### src/include/mqx_pkg.sv
// Package with constants and types for the multi-queue expansion and output control block.
package mqx_pkg;
    localparam int ADDR_W = 8;
    localparam int DEV_ID_W = 3;
    localparam int QUEUE_W = 5;
    localparam int QUEUE_COUNT = 16;
    localparam int SECTOR_W = 8;
    localparam int DATA_W = 36;
    localparam int OUT_PIPE_STAGES = 2;

    localparam int AVS_ADDR_W = 4;
    localparam int AVS_DATA_W = 32;

    // Word indices of the register map; byte address is four times the index.
    localparam logic [AVS_ADDR_W-1:0] REG_CTRL = 4'h0;
    localparam logic [AVS_ADDR_W-1:0] REG_STATUS = 4'h1;
    localparam logic [AVS_ADDR_W-1:0] REG_WRITE_SEL = 4'h2;
    localparam logic [AVS_ADDR_W-1:0] REG_READ_SEL = 4'h3;

    localparam int CTRL_FLAG_EN_BIT = 0;
    localparam int CTRL_DIRECT_SECTOR_BIT = 1;
    localparam logic [1:0] CTRL_RESET = 2'h0;

    localparam int ST_ID_LSB = 0;
    localparam int ST_MASTER_BIT = 3;
    localparam int ST_POLLED_BIT = 4;
    localparam int ST_RD_SEL_BIT = 5;
    localparam int ST_WR_SEL_BIT = 6;
    localparam int ST_IN_W_LSB = 8;
    localparam int ST_OUT_W_LSB = 10;
    localparam int ST_FLAG_STATE_LSB = 12;
    localparam int ST_WIDTH_BAD_BIT = 15;

    localparam int SEL_VALID_BIT = 8;

    // Port width codes.
    typedef enum logic [1:0] {
        MQX_W36 = 2'h0,
        MQX_W18 = 2'h1,
        MQX_W9 = 2'h2
    } mqx_width_t;

    localparam int W18_BITS = 18;
    localparam int W9_BITS = 9;

    typedef enum logic [1:0] {
        MQX_FS_IDLE,
        MQX_FS_SECTOR1,
        MQX_FS_SECTOR2
    } mqx_flag_state_t;
endpackage

### src/rtl/mqx_expansion_ctrl.sv
// Expansion, device selection, flag bus token chain and output control of a multi-queue device.
`timescale 1ns/100ps

module mqx_expansion_ctrl
    import mqx_pkg::*;
#(
    parameter int DWIDTH = DATA_W
) (
    input wire logic CLK,
    input wire logic RESETN,
    input wire logic [DEV_ID_W-1:0] CHAIN_IDENTITY_PINS,
    input wire logic MASTER_SELECT,
    input wire logic INPUT_WIDTH_STRAP,
    input wire logic OUTPUT_WIDTH_STRAP,
    input wire logic BUS_MATCHING_STRAP,
    input wire logic FLAG_MODE_POLLED,
    input wire logic [ADDR_W-1:0] WRITE_QUEUE_ADDRESS,
    input wire logic WRITE_ADDRESS_ENABLE,
    input wire logic [ADDR_W-1:0] READ_QUEUE_ADDRESS,
    input wire logic READ_ADDRESS_ENABLE,
    output logic WRITE_SELECTED,
    output logic [QUEUE_W-1:0] WRITE_QUEUE,
    output logic READ_SELECTED,
    output logic [QUEUE_W-1:0] READ_QUEUE,
    input wire logic [QUEUE_COUNT-1:0] QUEUE_ALMOST_FULL_N,
    input wire logic FLAG_TOKEN_IN,
    output logic FLAG_TOKEN_OUT,
    output logic FLAG_SECTOR_SYNC,
    output logic [SECTOR_W-1:0] ALMOST_FULL_FLAG_BUS_O,
    output logic ALMOST_FULL_FLAG_BUS_OE,
    input wire logic [DWIDTH-1:0] READ_DATA_IN,
    input wire logic READ_WORD_AVAILABLE,
    input wire logic OUTPUT_ENABLE_N,
    output logic [DWIDTH-1:0] DATA_OUT_O,
    output logic DATA_OUT_OE,
    output logic OUTPUT_VALID_N_O,
    output logic OUTPUT_VALID_N_OE,
    output logic [1:0] INPUT_WIDTH,
    output logic [1:0] OUTPUT_WIDTH,
    input wire logic [AVS_ADDR_W-1:0] AVS_ADDRESS,
    input wire logic AVS_READ,
    input wire logic AVS_WRITE,
    input wire logic [AVS_DATA_W-1:0] AVS_WRITEDATA,
    input wire logic [3:0] AVS_BYTEENABLE,
    output logic [AVS_DATA_W-1:0] AVS_READDATA,
    output logic AVS_WAITREQUEST
);
    // Upper address bits name the device, lower bits the queue.
    function automatic logic [DEV_ID_W-1:0] addr_device(input logic [ADDR_W-1:0] a);
        return a[ADDR_W-1 -: DEV_ID_W];
    endfunction

    function automatic logic [QUEUE_W-1:0] addr_queue(input logic [ADDR_W-1:0] a);
        return a[QUEUE_W-1:0];
    endfunction

    // Width decode: bus matching off gives 36 in and out; otherwise the two
    // width straps choose which side is narrowed, so one side stays 36 wide.
    function automatic logic [3:0] width_decode(input logic bm, input logic iw,
                                                input logic ow);
        logic [3:0] r;
        r = {MQX_W36, MQX_W36};
        if (bm) begin
            unique case ({iw, ow})
                2'b00: r = {MQX_W36, MQX_W18};
                2'b01: r = {MQX_W36, MQX_W9};
                2'b10: r = {MQX_W18, MQX_W36};
                2'b11: r = {MQX_W9, MQX_W36};
            endcase
        end
        return r;
    endfunction

    function automatic logic [DWIDTH-1:0] width_mask(input logic [1:0] w);
        logic [DWIDTH-1:0] m;
        m = '1;
        if (w == MQX_W18) begin
            m = {{(DWIDTH-W18_BITS){1'b0}}, {W18_BITS{1'b1}}};
        end else if (w == MQX_W9) begin
            m = {{(DWIDTH-W9_BITS){1'b0}}, {W9_BITS{1'b1}}};
        end
        return m;
    endfunction

    logic capture_pending;
    logic [DEV_ID_W-1:0] device_id;
    logic is_master;
    logic polled_mode;
    logic [1:0] in_width;
    logic [1:0] out_width;
    logic [1:0] ctrl;
    logic write_selected;
    logic [QUEUE_W-1:0] write_queue;
    logic read_selected;
    logic [QUEUE_W-1:0] read_queue;
    mqx_flag_state_t flag_state;
    mqx_flag_state_t next_flag_state;
    logic [SECTOR_W-1:0] flag_bus;
    logic flag_bus_drive;
    logic next_flag_bus_drive;
    logic [SECTOR_W-1:0] next_flag_bus;
    logic avs_ack;
    logic [AVS_DATA_W-1:0] avs_rdata;
    logic [AVS_DATA_W-1:0] next_rdata;
    logic [DWIDTH-1:0] pipe_out_data;
    logic pipe_out_valid;
    logic [3:0] widths;

    // Straps are caught by the first clock edge after reset is released, since
    // an asynchronously reset flop may only load a constant.
    always_ff @(posedge CLK or negedge RESETN) begin
        if (!RESETN) begin
            capture_pending <= 1'b1;
        end else begin
            capture_pending <= 1'b0;
        end
    end

    assign widths = width_decode(BUS_MATCHING_STRAP, INPUT_WIDTH_STRAP, OUTPUT_WIDTH_STRAP);

    always_ff @(posedge CLK or negedge RESETN) begin
        if (!RESETN) begin
            device_id <= '0;
            is_master <= 1'b0;
            polled_mode <= 1'b0;
            in_width <= MQX_W36;
            out_width <= MQX_W36;
        end else if (capture_pending) begin
            device_id <= CHAIN_IDENTITY_PINS;
            is_master <= MASTER_SELECT;
            polled_mode <= FLAG_MODE_POLLED;
            in_width <= widths[3:2];
            out_width <= widths[1:0];
        end
    end

    // Write port selection; a selection for another device deselects this one.
    always_ff @(posedge CLK or negedge RESETN) begin
        if (!RESETN) begin
            write_selected <= 1'b0;
            write_queue <= '0;
        end else if (WRITE_ADDRESS_ENABLE && !capture_pending) begin
            write_selected <= (addr_device(WRITE_QUEUE_ADDRESS) == device_id);
            if (addr_device(WRITE_QUEUE_ADDRESS) == device_id) begin
                write_queue <= addr_queue(WRITE_QUEUE_ADDRESS);
            end
        end
    end

    // Read port selection. The master owns the read side from reset until some
    // selection names another device; a slave owns it only once it is named.
    always_ff @(posedge CLK or negedge RESETN) begin
        if (!RESETN) begin
            read_selected <= 1'b0;
            read_queue <= '0;
        end else if (capture_pending) begin
            read_selected <= MASTER_SELECT;
        end else if (READ_ADDRESS_ENABLE) begin
            read_selected <= (addr_device(READ_QUEUE_ADDRESS) == device_id);
            if (addr_device(READ_QUEUE_ADDRESS) == device_id) begin
                read_queue <= addr_queue(READ_QUEUE_ADDRESS);
            end
        end
    end

    assign WRITE_SELECTED = write_selected;
    assign WRITE_QUEUE = write_queue;
    assign READ_SELECTED = read_selected;
    assign READ_QUEUE = read_queue;
    assign INPUT_WIDTH = in_width;
    assign OUTPUT_WIDTH = out_width;

    // Polled flag bus: each turn is two write-clock cycles, first sector then
    // second. The master opens the ring; others wait for the token.
    always_comb begin
        next_flag_state = flag_state;
        if (!polled_mode || !ctrl[CTRL_FLAG_EN_BIT]) begin
            next_flag_state = MQX_FS_IDLE;
        end else begin
            unique case (flag_state)
                MQX_FS_IDLE: begin
                    if (FLAG_TOKEN_IN) begin
                        next_flag_state = MQX_FS_SECTOR1;
                    end
                end
                MQX_FS_SECTOR1: next_flag_state = MQX_FS_SECTOR2;
                MQX_FS_SECTOR2: next_flag_state = MQX_FS_IDLE;
            endcase
        end
    end

    // A token arriving while this device still holds its turn restarts it at
    // the first sector; the ring carries one token so this only happens when
    // a single device loops its own token back.
    logic master_start;
    logic master_started;
    assign master_start = is_master && polled_mode && ctrl[CTRL_FLAG_EN_BIT] &&
                          !master_started;

    always_ff @(posedge CLK or negedge RESETN) begin
        if (!RESETN) begin
            master_started <= 1'b0;
        end else if (!polled_mode || !ctrl[CTRL_FLAG_EN_BIT]) begin
            master_started <= 1'b0;
        end else if (master_start) begin
            master_started <= 1'b1;
        end
    end

    always_ff @(posedge CLK or negedge RESETN) begin
        if (!RESETN) begin
            flag_state <= MQX_FS_IDLE;
        end else if (master_start) begin
            flag_state <= MQX_FS_SECTOR1;
        end else if (FLAG_TOKEN_IN && polled_mode && ctrl[CTRL_FLAG_EN_BIT]) begin
            flag_state <= MQX_FS_SECTOR1;
        end else begin
            flag_state <= next_flag_state;
        end
    end

    // Bus contents are loaded at the same edge as the state, so in polled mode
    // the sector on the bus always matches the sync level in that cycle.
    always_comb begin
        next_flag_bus = QUEUE_ALMOST_FULL_N[SECTOR_W-1:0];
        next_flag_bus_drive = 1'b0;
        if (polled_mode) begin
            if (master_start || (FLAG_TOKEN_IN && ctrl[CTRL_FLAG_EN_BIT])) begin
                next_flag_bus = QUEUE_ALMOST_FULL_N[SECTOR_W-1:0];
                next_flag_bus_drive = 1'b1;
            end else if (next_flag_state == MQX_FS_SECTOR2) begin
                next_flag_bus = QUEUE_ALMOST_FULL_N[QUEUE_COUNT-1:SECTOR_W];
                next_flag_bus_drive = 1'b1;
            end
        end else begin
            // Direct mode: the write-selected device shows the sector chosen
            // in the control register.
            if (ctrl[CTRL_DIRECT_SECTOR_BIT]) begin
                next_flag_bus = QUEUE_ALMOST_FULL_N[QUEUE_COUNT-1:SECTOR_W];
            end
            next_flag_bus_drive = ctrl[CTRL_FLAG_EN_BIT] && write_selected;
        end
    end

    always_ff @(posedge CLK or negedge RESETN) begin
        if (!RESETN) begin
            flag_bus <= '0;
            flag_bus_drive <= 1'b0;
        end else begin
            flag_bus <= next_flag_bus;
            flag_bus_drive <= next_flag_bus_drive;
        end
    end

    assign ALMOST_FULL_FLAG_BUS_O = flag_bus;
    assign ALMOST_FULL_FLAG_BUS_OE = flag_bus_drive;
    assign FLAG_SECTOR_SYNC = (flag_state == MQX_FS_SECTOR1);
    assign FLAG_TOKEN_OUT = (flag_state == MQX_FS_SECTOR2);

    // Output data path. A word counts as valid only while this device owns the
    // read side and the selected queue still holds data.
    mqx_out_pipe #(
        .WIDTH(DWIDTH),
        .STAGES(OUT_PIPE_STAGES)
    ) u_out_pipe (
        .clk(CLK),
        .resetn(RESETN),
        .in_data(READ_DATA_IN & width_mask(out_width)),
        .in_valid(READ_WORD_AVAILABLE && read_selected),
        .out_data(pipe_out_data),
        .out_valid(pipe_out_valid)
    );

    assign DATA_OUT_O = pipe_out_data;
    assign OUTPUT_VALID_N_O = !pipe_out_valid;
    assign OUTPUT_VALID_N_OE = read_selected;
    // The enable is not registered: the pin gates the drivers directly.
    assign DATA_OUT_OE = read_selected && !OUTPUT_ENABLE_N;

    // Avalon-MM slave: every access holds waitrequest for one cycle, then
    // completes; read data is registered at the first edge of the request.
    always_ff @(posedge CLK or negedge RESETN) begin
        if (!RESETN) begin
            avs_ack <= 1'b0;
        end else begin
            avs_ack <= (AVS_READ || AVS_WRITE) && !avs_ack;
        end
    end

    assign AVS_WAITREQUEST = (AVS_READ || AVS_WRITE) && !avs_ack;

    always_comb begin
        next_rdata = '0;
        unique case (AVS_ADDRESS)
            REG_CTRL: next_rdata[1:0] = ctrl;
            REG_STATUS: begin
                next_rdata[ST_ID_LSB +: DEV_ID_W] = device_id;
                next_rdata[ST_MASTER_BIT] = is_master;
                next_rdata[ST_POLLED_BIT] = polled_mode;
                next_rdata[ST_RD_SEL_BIT] = read_selected;
                next_rdata[ST_WR_SEL_BIT] = write_selected;
                next_rdata[ST_IN_W_LSB +: 2] = in_width;
                next_rdata[ST_OUT_W_LSB +: 2] = out_width;
                next_rdata[ST_FLAG_STATE_LSB +: 2] = flag_state;
            end
            REG_WRITE_SEL: begin
                next_rdata[QUEUE_W-1:0] = write_queue;
                next_rdata[SEL_VALID_BIT] = write_selected;
            end
            REG_READ_SEL: begin
                next_rdata[QUEUE_W-1:0] = read_queue;
                next_rdata[SEL_VALID_BIT] = read_selected;
            end
            default: next_rdata = '0;
        endcase
    end

    always_ff @(posedge CLK or negedge RESETN) begin
        if (!RESETN) begin
            avs_rdata <= '0;
        end else if (AVS_READ && !avs_ack) begin
            avs_rdata <= next_rdata;
        end
    end

    assign AVS_READDATA = avs_rdata;

    // Control writes land at the edge where waitrequest is seen low.
    always_ff @(posedge CLK or negedge RESETN) begin
        if (!RESETN) begin
            ctrl <= CTRL_RESET;
        end else if (AVS_WRITE && avs_ack && AVS_ADDRESS == REG_CTRL && AVS_BYTEENABLE[0]) begin
            ctrl <= AVS_WRITEDATA[1:0];
        end
    end
endmodule

### src/rtl/mqx_out_pipe.sv
// Output data path pipeline carrying the data word and its valid mark together.
`timescale 1ns/100ps
module mqx_out_pipe
    import mqx_pkg::*;
#(
    parameter int WIDTH = DATA_W,
    parameter int STAGES = OUT_PIPE_STAGES
) (
    input wire logic clk,
    input wire logic resetn,
    input wire logic [WIDTH-1:0] in_data,
    input wire logic in_valid,
    output logic [WIDTH-1:0] out_data,
    output logic out_valid
);
    logic [WIDTH-1:0] data_stage [STAGES];
    logic [STAGES-1:0] valid_stage;

    // The valid mark travels in step with the data so that it always describes
    // the word currently presented at the end of the pipe.
    always_ff @(posedge clk or negedge resetn) begin
        if (!resetn) begin
            for (int i = 0; i < STAGES; i++) begin
                data_stage[i] <= '0;
            end
            valid_stage <= '0;
        end else begin
            data_stage[0] <= in_data;
            valid_stage[0] <= in_valid;
            for (int i = 1; i < STAGES; i++) begin
                data_stage[i] <= data_stage[i-1];
                valid_stage[i] <= valid_stage[i-1];
            end
        end
    end

    assign out_data = data_stage[STAGES-1];
    assign out_valid = valid_stage[STAGES-1];
endmodule

### config.mk
export PLATFORM = sky130hd
export DESIGN_NAME = mqx_expansion_ctrl
export DESIGN_NICKNAME = d
export VERILOG_FILES = /design/src/include/mqx_pkg.sv /design/src/rtl/mqx_expansion_ctrl.sv /design/src/rtl/mqx_out_pipe.sv
export SDC_FILE = /design/constraint.sdc
export NUM_CORES = 1
export LEC_CHECK = 0
export ABC_AREA = 1
export BUFFER_PORTS_ARGS = -buffer_cell sky130_fd_sc_hd__buf_2
export CAP_MARGIN = 10
export CORE_MARGIN = 5
export CORE_UTILIZATION = 47
export CTS_CLUSTER_SIZE = 25
export DETAILED_ROUTE_END_ITERATION = 8
export PLACE_DENSITY = 0.9
export SLEW_MARGIN = 0
export SYNTH_ARGS = -nofsm -noshare
export SYNTH_HDL_FRONTEND = slang
export SYNTH_SLANG_ARGS = --single-unit
export TNS_END_PERCENT = 5
### constraint.sdc
create_clock -name CLK -period 1.7 [get_ports CLK]
set_input_delay 0.17 -clock CLK [delete_from_list [all_inputs] [get_ports CLK]]
set_output_delay 0.17 -clock CLK [all_outputs]
set_load 0.02 [all_outputs]
# == Yosys cells after proc, flatten, opt, wreduce, memory -nomap -nowiden ==
# Cells that the tools add are included.
# Widths: inputs -> output; s select.
# classes
addsub,0
mul,0
n_div,0
n_lt_le_gt_ge,0
eq_ne,13
shift,0
n_mux,25
bitwise,2
reduce_logical,32
# ops
cell,count
$mux 36,2
$and 36x36->36,1
$mux 8,4
$pmux 4 s4,1
$logic_and 1x1->1,15
$eq 2x2->1 const B,5
$mux 2,5
$pmux 3 s3,1
$eq 4x2->1 const B,2
$pmux 2 s4,1
$logic_not 1->1,7
$mux 1,7
$eq 2x1->1 const B,3
$eq 3x3->1,2
$pmux 2 s3,1
$mux 5,1
$eq 4x1->1 const B,1
$logic_not 2->1,2
$logic_not 4->1,1
$mux 4,1
$reduce_bool 2->1,2
$logic_or 1x1->1,3
$pmux 1 s3,1
$reduce_and 3->1,1
other kinds (2),2
# totals
register_bits,124
latchBits,0
ram_bits,0
mem_bits_ro,0
in_bits,125
mem_count,0

# == Longest topological paths before layout ==
# logic_depth
ltp_word,7
depth_mapped,10

# == Modules after synthesis ==
# From an unflattened synthesis, not the netlist that was laid out.
# unflattened
cells_unflattened,504
area_unflattened_um2,5014.8
# modules_own_cells
mod,instances,cells_each,area_each_um2,seq_area_each_um2
mqx_expansion_ctrl,1,394,2892.8,1252.5
mqx_out_pipe,1,110,2122.0,1851.8

# == Worst setup path after synthesis ==
# Ideal clock, no wire load.
# synth_timing
path_kind,register to register
from,register out_width[0] (netlist: OUTPUT_WIDTH[0])
to,register u_out_pipe.data_stage[61] (netlist name)
t_arrival_ns,1.434
t_required_ns,1.636
setup_slack_ns,0.203
stages_incl_launch_ff,7
period_less_slack_ns,1.497
cell_sequence,dfrtp_1 > inv_1 > ha_1 > clkbuf_1 > clkbuf_1 > nand2_1 > inv_1
# synth_between
elab_chain_cells,4
elab_cells_between_ends,5
classes_between,2 x eq/ne; 2 x mux; 1 x bitwise
# synth_lines
item,line_no,rtl
"start, declared",mqx_expansion_ctrl.sv:90,logic [1:0] out_width;
"start signal, assigned",mqx_expansion_ctrl.sv:133,out_width <= widths[1:0];
$eq 2x2->1,mqx_expansion_ctrl.sv:79,end else if (w == MQX_W9) begin
$mux 36,mqx_expansion_ctrl.sv:79,
$mux 36 (*),mqx_expansion_ctrl.sv:77,if (w == MQX_W18) begin
$and 36x36->36 (*),mqx_expansion_ctrl.sv:268,".in_data(READ_DATA_IN & width_mask(out_width)),"
via u_out_pipe.in_data[25],mqx_out_pipe.sv:11,"input wire logic [WIDTH-1:0] in_data,"
"end signal, assigned by index",mqx_out_pipe.sv:31,data_stage[i] <= data_stage[i-1];
"end, declared",mqx_out_pipe.sv:16,logic [WIDTH-1:0] data_stage [STAGES];
# The timed path passes the listed nets; every way through them passes the cells marked *.
# A chain may end at the register's enable or synchronous reset.

# == Worst setup path in the final report ==
# layout_timing
from,register flag_state[0]
to,register flag_bus[0] (netlist: ALMOST_FULL_FLAG_BUS_O[0])
# layout_between
elab_chain_cells,7
elab_cells_between_ends,10
classes_between,3 x eq/ne; 6 x mux; 1 x reduce/logical
# layout_lines
item,line_no,rtl
"start, declared",mqx_expansion_ctrl.sv:96,mqx_flag_state_t flag_state;
"start signal, assigned",mqx_expansion_ctrl.sv:218,flag_state <= next_flag_state;
$eq 2x2->1 (tied with other cells),mqx_expansion_ctrl.sv:180,unique case (flag_state)
$pmux 2 s3 (*),mqx_expansion_ctrl.sv:180,
$mux 2 (*),mqx_expansion_ctrl.sv:177,if (!polled_mode || !ctrl[CTRL_FLAG_EN_BIT]) begin
$eq 2x2->1 (*),mqx_expansion_ctrl.sv:231,end else if (next_flag_state == MQX_FS_SECTOR2) begin
$mux 8 (*),mqx_expansion_ctrl.sv:231,
$mux 8 (*),mqx_expansion_ctrl.sv:228,if (master_start || (FLAG_TOKEN_IN && ctrl[CTRL_FLAG_EN_BIT])) begin
$mux 8 (*),mqx_expansion_ctrl.sv:227,if (polled_mode) begin
via next_flag_bus[0],mqx_expansion_ctrl.sv:101,logic [SECTOR_W-1:0] next_flag_bus;
"end signal, assigned",mqx_expansion_ctrl.sv:250,flag_bus <= next_flag_bus;
"end, declared",mqx_expansion_ctrl.sv:98,logic [SECTOR_W-1:0] flag_bus;
# Marks and branches as above.

==> impl_metrics.csv <==
group,metric,value,unit
sta,fin_skew,0.00690,ns
synth,synth.most_common_cell,"dfrtp_1",
critical_path,r2r_start,"flag_state[0]$_DFF_PN0_",
floorplanning,die_height,113,microns
route,drtPass1Iterations,5,
synth,synthCells,505,
sta,period_needed,1.67,ns
floorplanning,io_pins,224,
placement,gp_congestion,0.818,
critical_path,critPathKind,"flop to flop",
route,ant_nets,0,
critical_path,cp_data_required_time,2.08,ns
final_layout,finish.utilization,68.4,%
cts,ctsLongestPathBuffers,2,
synth,synth_edf_count,0,
final_layout,synthToLayoutAreaGrowth,41.0,%
sta,setup_viol,0,
route,vias,4118,
critical_path,slowest_delay,0.39,ns
placement,io_buffer_count,171,
floorplanning,start_util,48.5,%
cts,htreeDepth,4,
critical_path,crit_path_end_kind,"flop",
critical_path,cp_num_buf_inv,2,
synth,synth_commonest_cells,"dfrtp_1, nand2_1, inv_1",
route,drc_errors,0,
critical_path,cpMaxStageDelayCell,"dfrtp_1",
critical_path,cp.arrival,2.05,ns
power,intPower,5900,uW
critical_path,cp-start-kind,"flop",
global_route,antenna_found_initial,0,
floorplanning,dieArea,12900,sq um
final_layout,fillerInstances,739,
sta,setup_tns,0,ns
floorplanning,dieWidth,113,microns
synth,synth_top_cell_area_share,61.2,%
sta,drv_slew,0,
critical_path,startpoint,"flag_state[0]$_DFF_PN0_",
power,sw_frac_of_total,28.7,%
status,status,"finished clean",
sta,maxSlewHeadroom,56.8,%
critical_path,crit_fanout,6,
power,seqPwrFrac,41.5,%
synth,syn_area_per_cell,9.96,sq um
synth,postSynth.asyncResetShare,100,%
final_layout,final_nets,860,
cts,cts_root_buf,"clkbuf_8",
synth,synth_top_area_cell,"dfrtp_1",
synth,yosysWarningCount,0,
sta,layout_setup_ws,0.0332,ns
power,power.leakage,0.00391,uW
placement,hpwl,8.44,mm
power,powerDensity,1170,nW/um^2
cts,cts_tree,"built",
sta,worst_pin_slew,0.648,ns
power,clkPwrFrac,42.7,%
synth,synth_top_flop_cell,"dfrtp_1",
route,drt_iter0_markers,277,
cts,numCtsBuffers,17,
final_layout,design_area,7090,sq um
synth,synth-seq-cells,124,
critical_path,worstPathCellList,"inv_2 -> ha_4 -> nor2_1 -> nor2_2 -> nand2_2 -> nor2_8 -> buf_4 -> nand3_1 -> nand3_1 -> nand2_1",
route,wirelength,13.6,mm
sta,max_freq,600,MHz
critical_path,path_delay_family,"simple AND/OR/NAND/NOR gates",
global_route,first_global_vias,4308,
global_route,grt_max_degree,125,
sta,period_share,98.0,%
cts,clkTransAtPathRegs,0.06,ns
min_path,min_from,"QUEUE_ALMOST_FULL_N[13]",
sta,hold_violations,0,
route,routedWlPerCell,15.4,microns
placement,pre_cts_ws,0.123,ns
synth,yosys-top-cells-area,"dfrtp_1, nand2_1, buf_4",
cts,clock_latency,0.49,ns
floorplanning,core,10400,sq um
synth,synth_area,5030,sq um
synth,yosysUniqueCellTypes,33,
power,p_sw,2370,uW
power,ir_worst_vdd,635,uV
global_route,grt_pass1_wl,21.2,mm
placement,place_area,5700,sq um
global_route,grtUsageTotal,21.1,%
final_layout,drive_gt1_share,31.9,%
final_layout,num_antenna_cells,0,
synth,synth.yosys.seq_area_share,61.7,%
power,pwr-share-comb,15.8,%
min_path,hold_path_class,"input port to flop",
critical_path,crit_top_cell,"nand3_1",
route,routed_via_density,4.67,
global_route,overflow,0,
floorplanning,row_count,37,
cts,clock-sinks,124,
power,p_total,8270,uW
flow_run,cap_viol_max_count,0,
[placed cells by master, fill, tap and decap left out, types with 2 or more instances in the layout]
cell type / Yosys / layout
a21oi_1: 11 / 11
clkbuf_8: 1 / 2
o21ai_1: 3 / 2
buf_4: 56 / 11
nor2_1: 20 / 20
nand2_2: 2 / 2
o21ai_0: 20 / 20
o32ai_1: 4 / 4
clkinvlp_4: 0 / 3
conb_1: 1 / 20
nand3_2: 1 / 2
nand2_1: 115 / 115
bufinv_16: 0 / 2
inv_1: 73 / 72
nand3_1: 33 / 32
nor3_2: 2 / 2
dlygate4sd3_1: 0 / 73
nor2_4: 1 / 2
dfrtp_1: 123 / 123
nand4_1: 3 / 3
clkbuf_16: 0 / 16
o31ai_1: 7 / 7
inv_6: 0 / 4
xor2_1: 2 / 2
inv_2: 2 / 3
nor2_2: 5 / 4
buf_2: 3 / 170
clkinv_4: 0 / 3
[layer usage]
layer	track usage [%]	up-vias	share of wire, %
li1	-	1946	-
met1	24.6	1918	39
met2	36.9	218	51
met3	5.52	36	7.9
met4	8.97	0	2.7
met5	0	-	0
[cell type report]
cell class | count | area [sq um] | share of cell area (%)
tap | 136 | 170 | 2.40
timing repair buffer | 256 | 1700 | 23.9
inverter | 75 | 282 | 3.97
multi-input combinational | 258 | 1250 | 17.7
sequential | 124 | 3100 | 43.8
clock buffer | 18 | 428 | 6.03
clock inverter | 14 | 160 | 2.26
[state kept, by name (all words and copies together) (netlist names), 3 cells and up]
signal and cells:
ALMOST_FULL_FLAG_BUS_O 8, AVS_READDATA 13, READ_QUEUE 5, WRITE_QUEUE 5
device_id 3, u_out_pipe.data_stage 36, u_out_pipe.out_data 36
[worst paths after layout]
path                                                        to  slack, ns  depth (start not counted)
max                        ALMOST_FULL_FLAG_BUS_O[0]$_DFF_PN0_       0.03                         10
min                        ALMOST_FULL_FLAG_BUS_O[5]$_DFF_PN0_       0.04                          5
max reg2reg                ALMOST_FULL_FLAG_BUS_O[0]$_DFF_PN0_       0.03                         10
min reg2reg                  u_out_pipe.out_data[34]$_DFF_PN0_       0.35                          0
max in group asynchronous          AVS_READDATA[4]$_DFFE_PN0P_       0.89                          3
min in group asynchronous  u_out_pipe.data_stage[42]$_DFF_PN0_       0.32                          3
[power groups by stage]
stage,registers (uW),clock network (uW),logic (uW)
after CTS,3420,3590,1270
after detailed placement,3470,0,1140
final,3430,3530,1310
after floorplan,3590,0,636
after global routing,3470,3750,1430
after global placement,3460,0,1100
[kinds of logic after synthesis]
family / after synthesis / synth area share (%)
muxes: 1 / 0.224
DFF: 124 / 61.7
and+or+nand+nor: 186 / 16.3
buffers and inverters: 142 / 15.4
AOI/OAI and AO/OA: 46 / 5.25
xor gates and xnor gates: 2 / 0.348
other: 1 / 0.0746
adders and majority gates: 3 / 0.746
[timing repair]
action / in CTS / in global routing
hold buffers: 73 / 0
endpoints found under the setup margin: 0 / 7
setup buffers: 0 / 6
gates resized for setup: 0 / 9
endpoints found under the hold margin: 192 / 0
[metrics by stage]
stage,cells,hold WS (ns)
after floorplan,524,-0.126
after CTS,875,0.00456
after global routing,881,0.0411
after global placement,770,0.277
after detailed placement,770,0.280
final,881,0.0397
[worst reg2reg max path, delay by kind of cell (launching register included)]
family        cells  cell delay [ns]
flops             1             0.39
simple gates      7             0.69
buf+inv           2             0.21
fa+ha+maj         1             0.28
No activity file was read; power rests on OpenSTA's default activity.
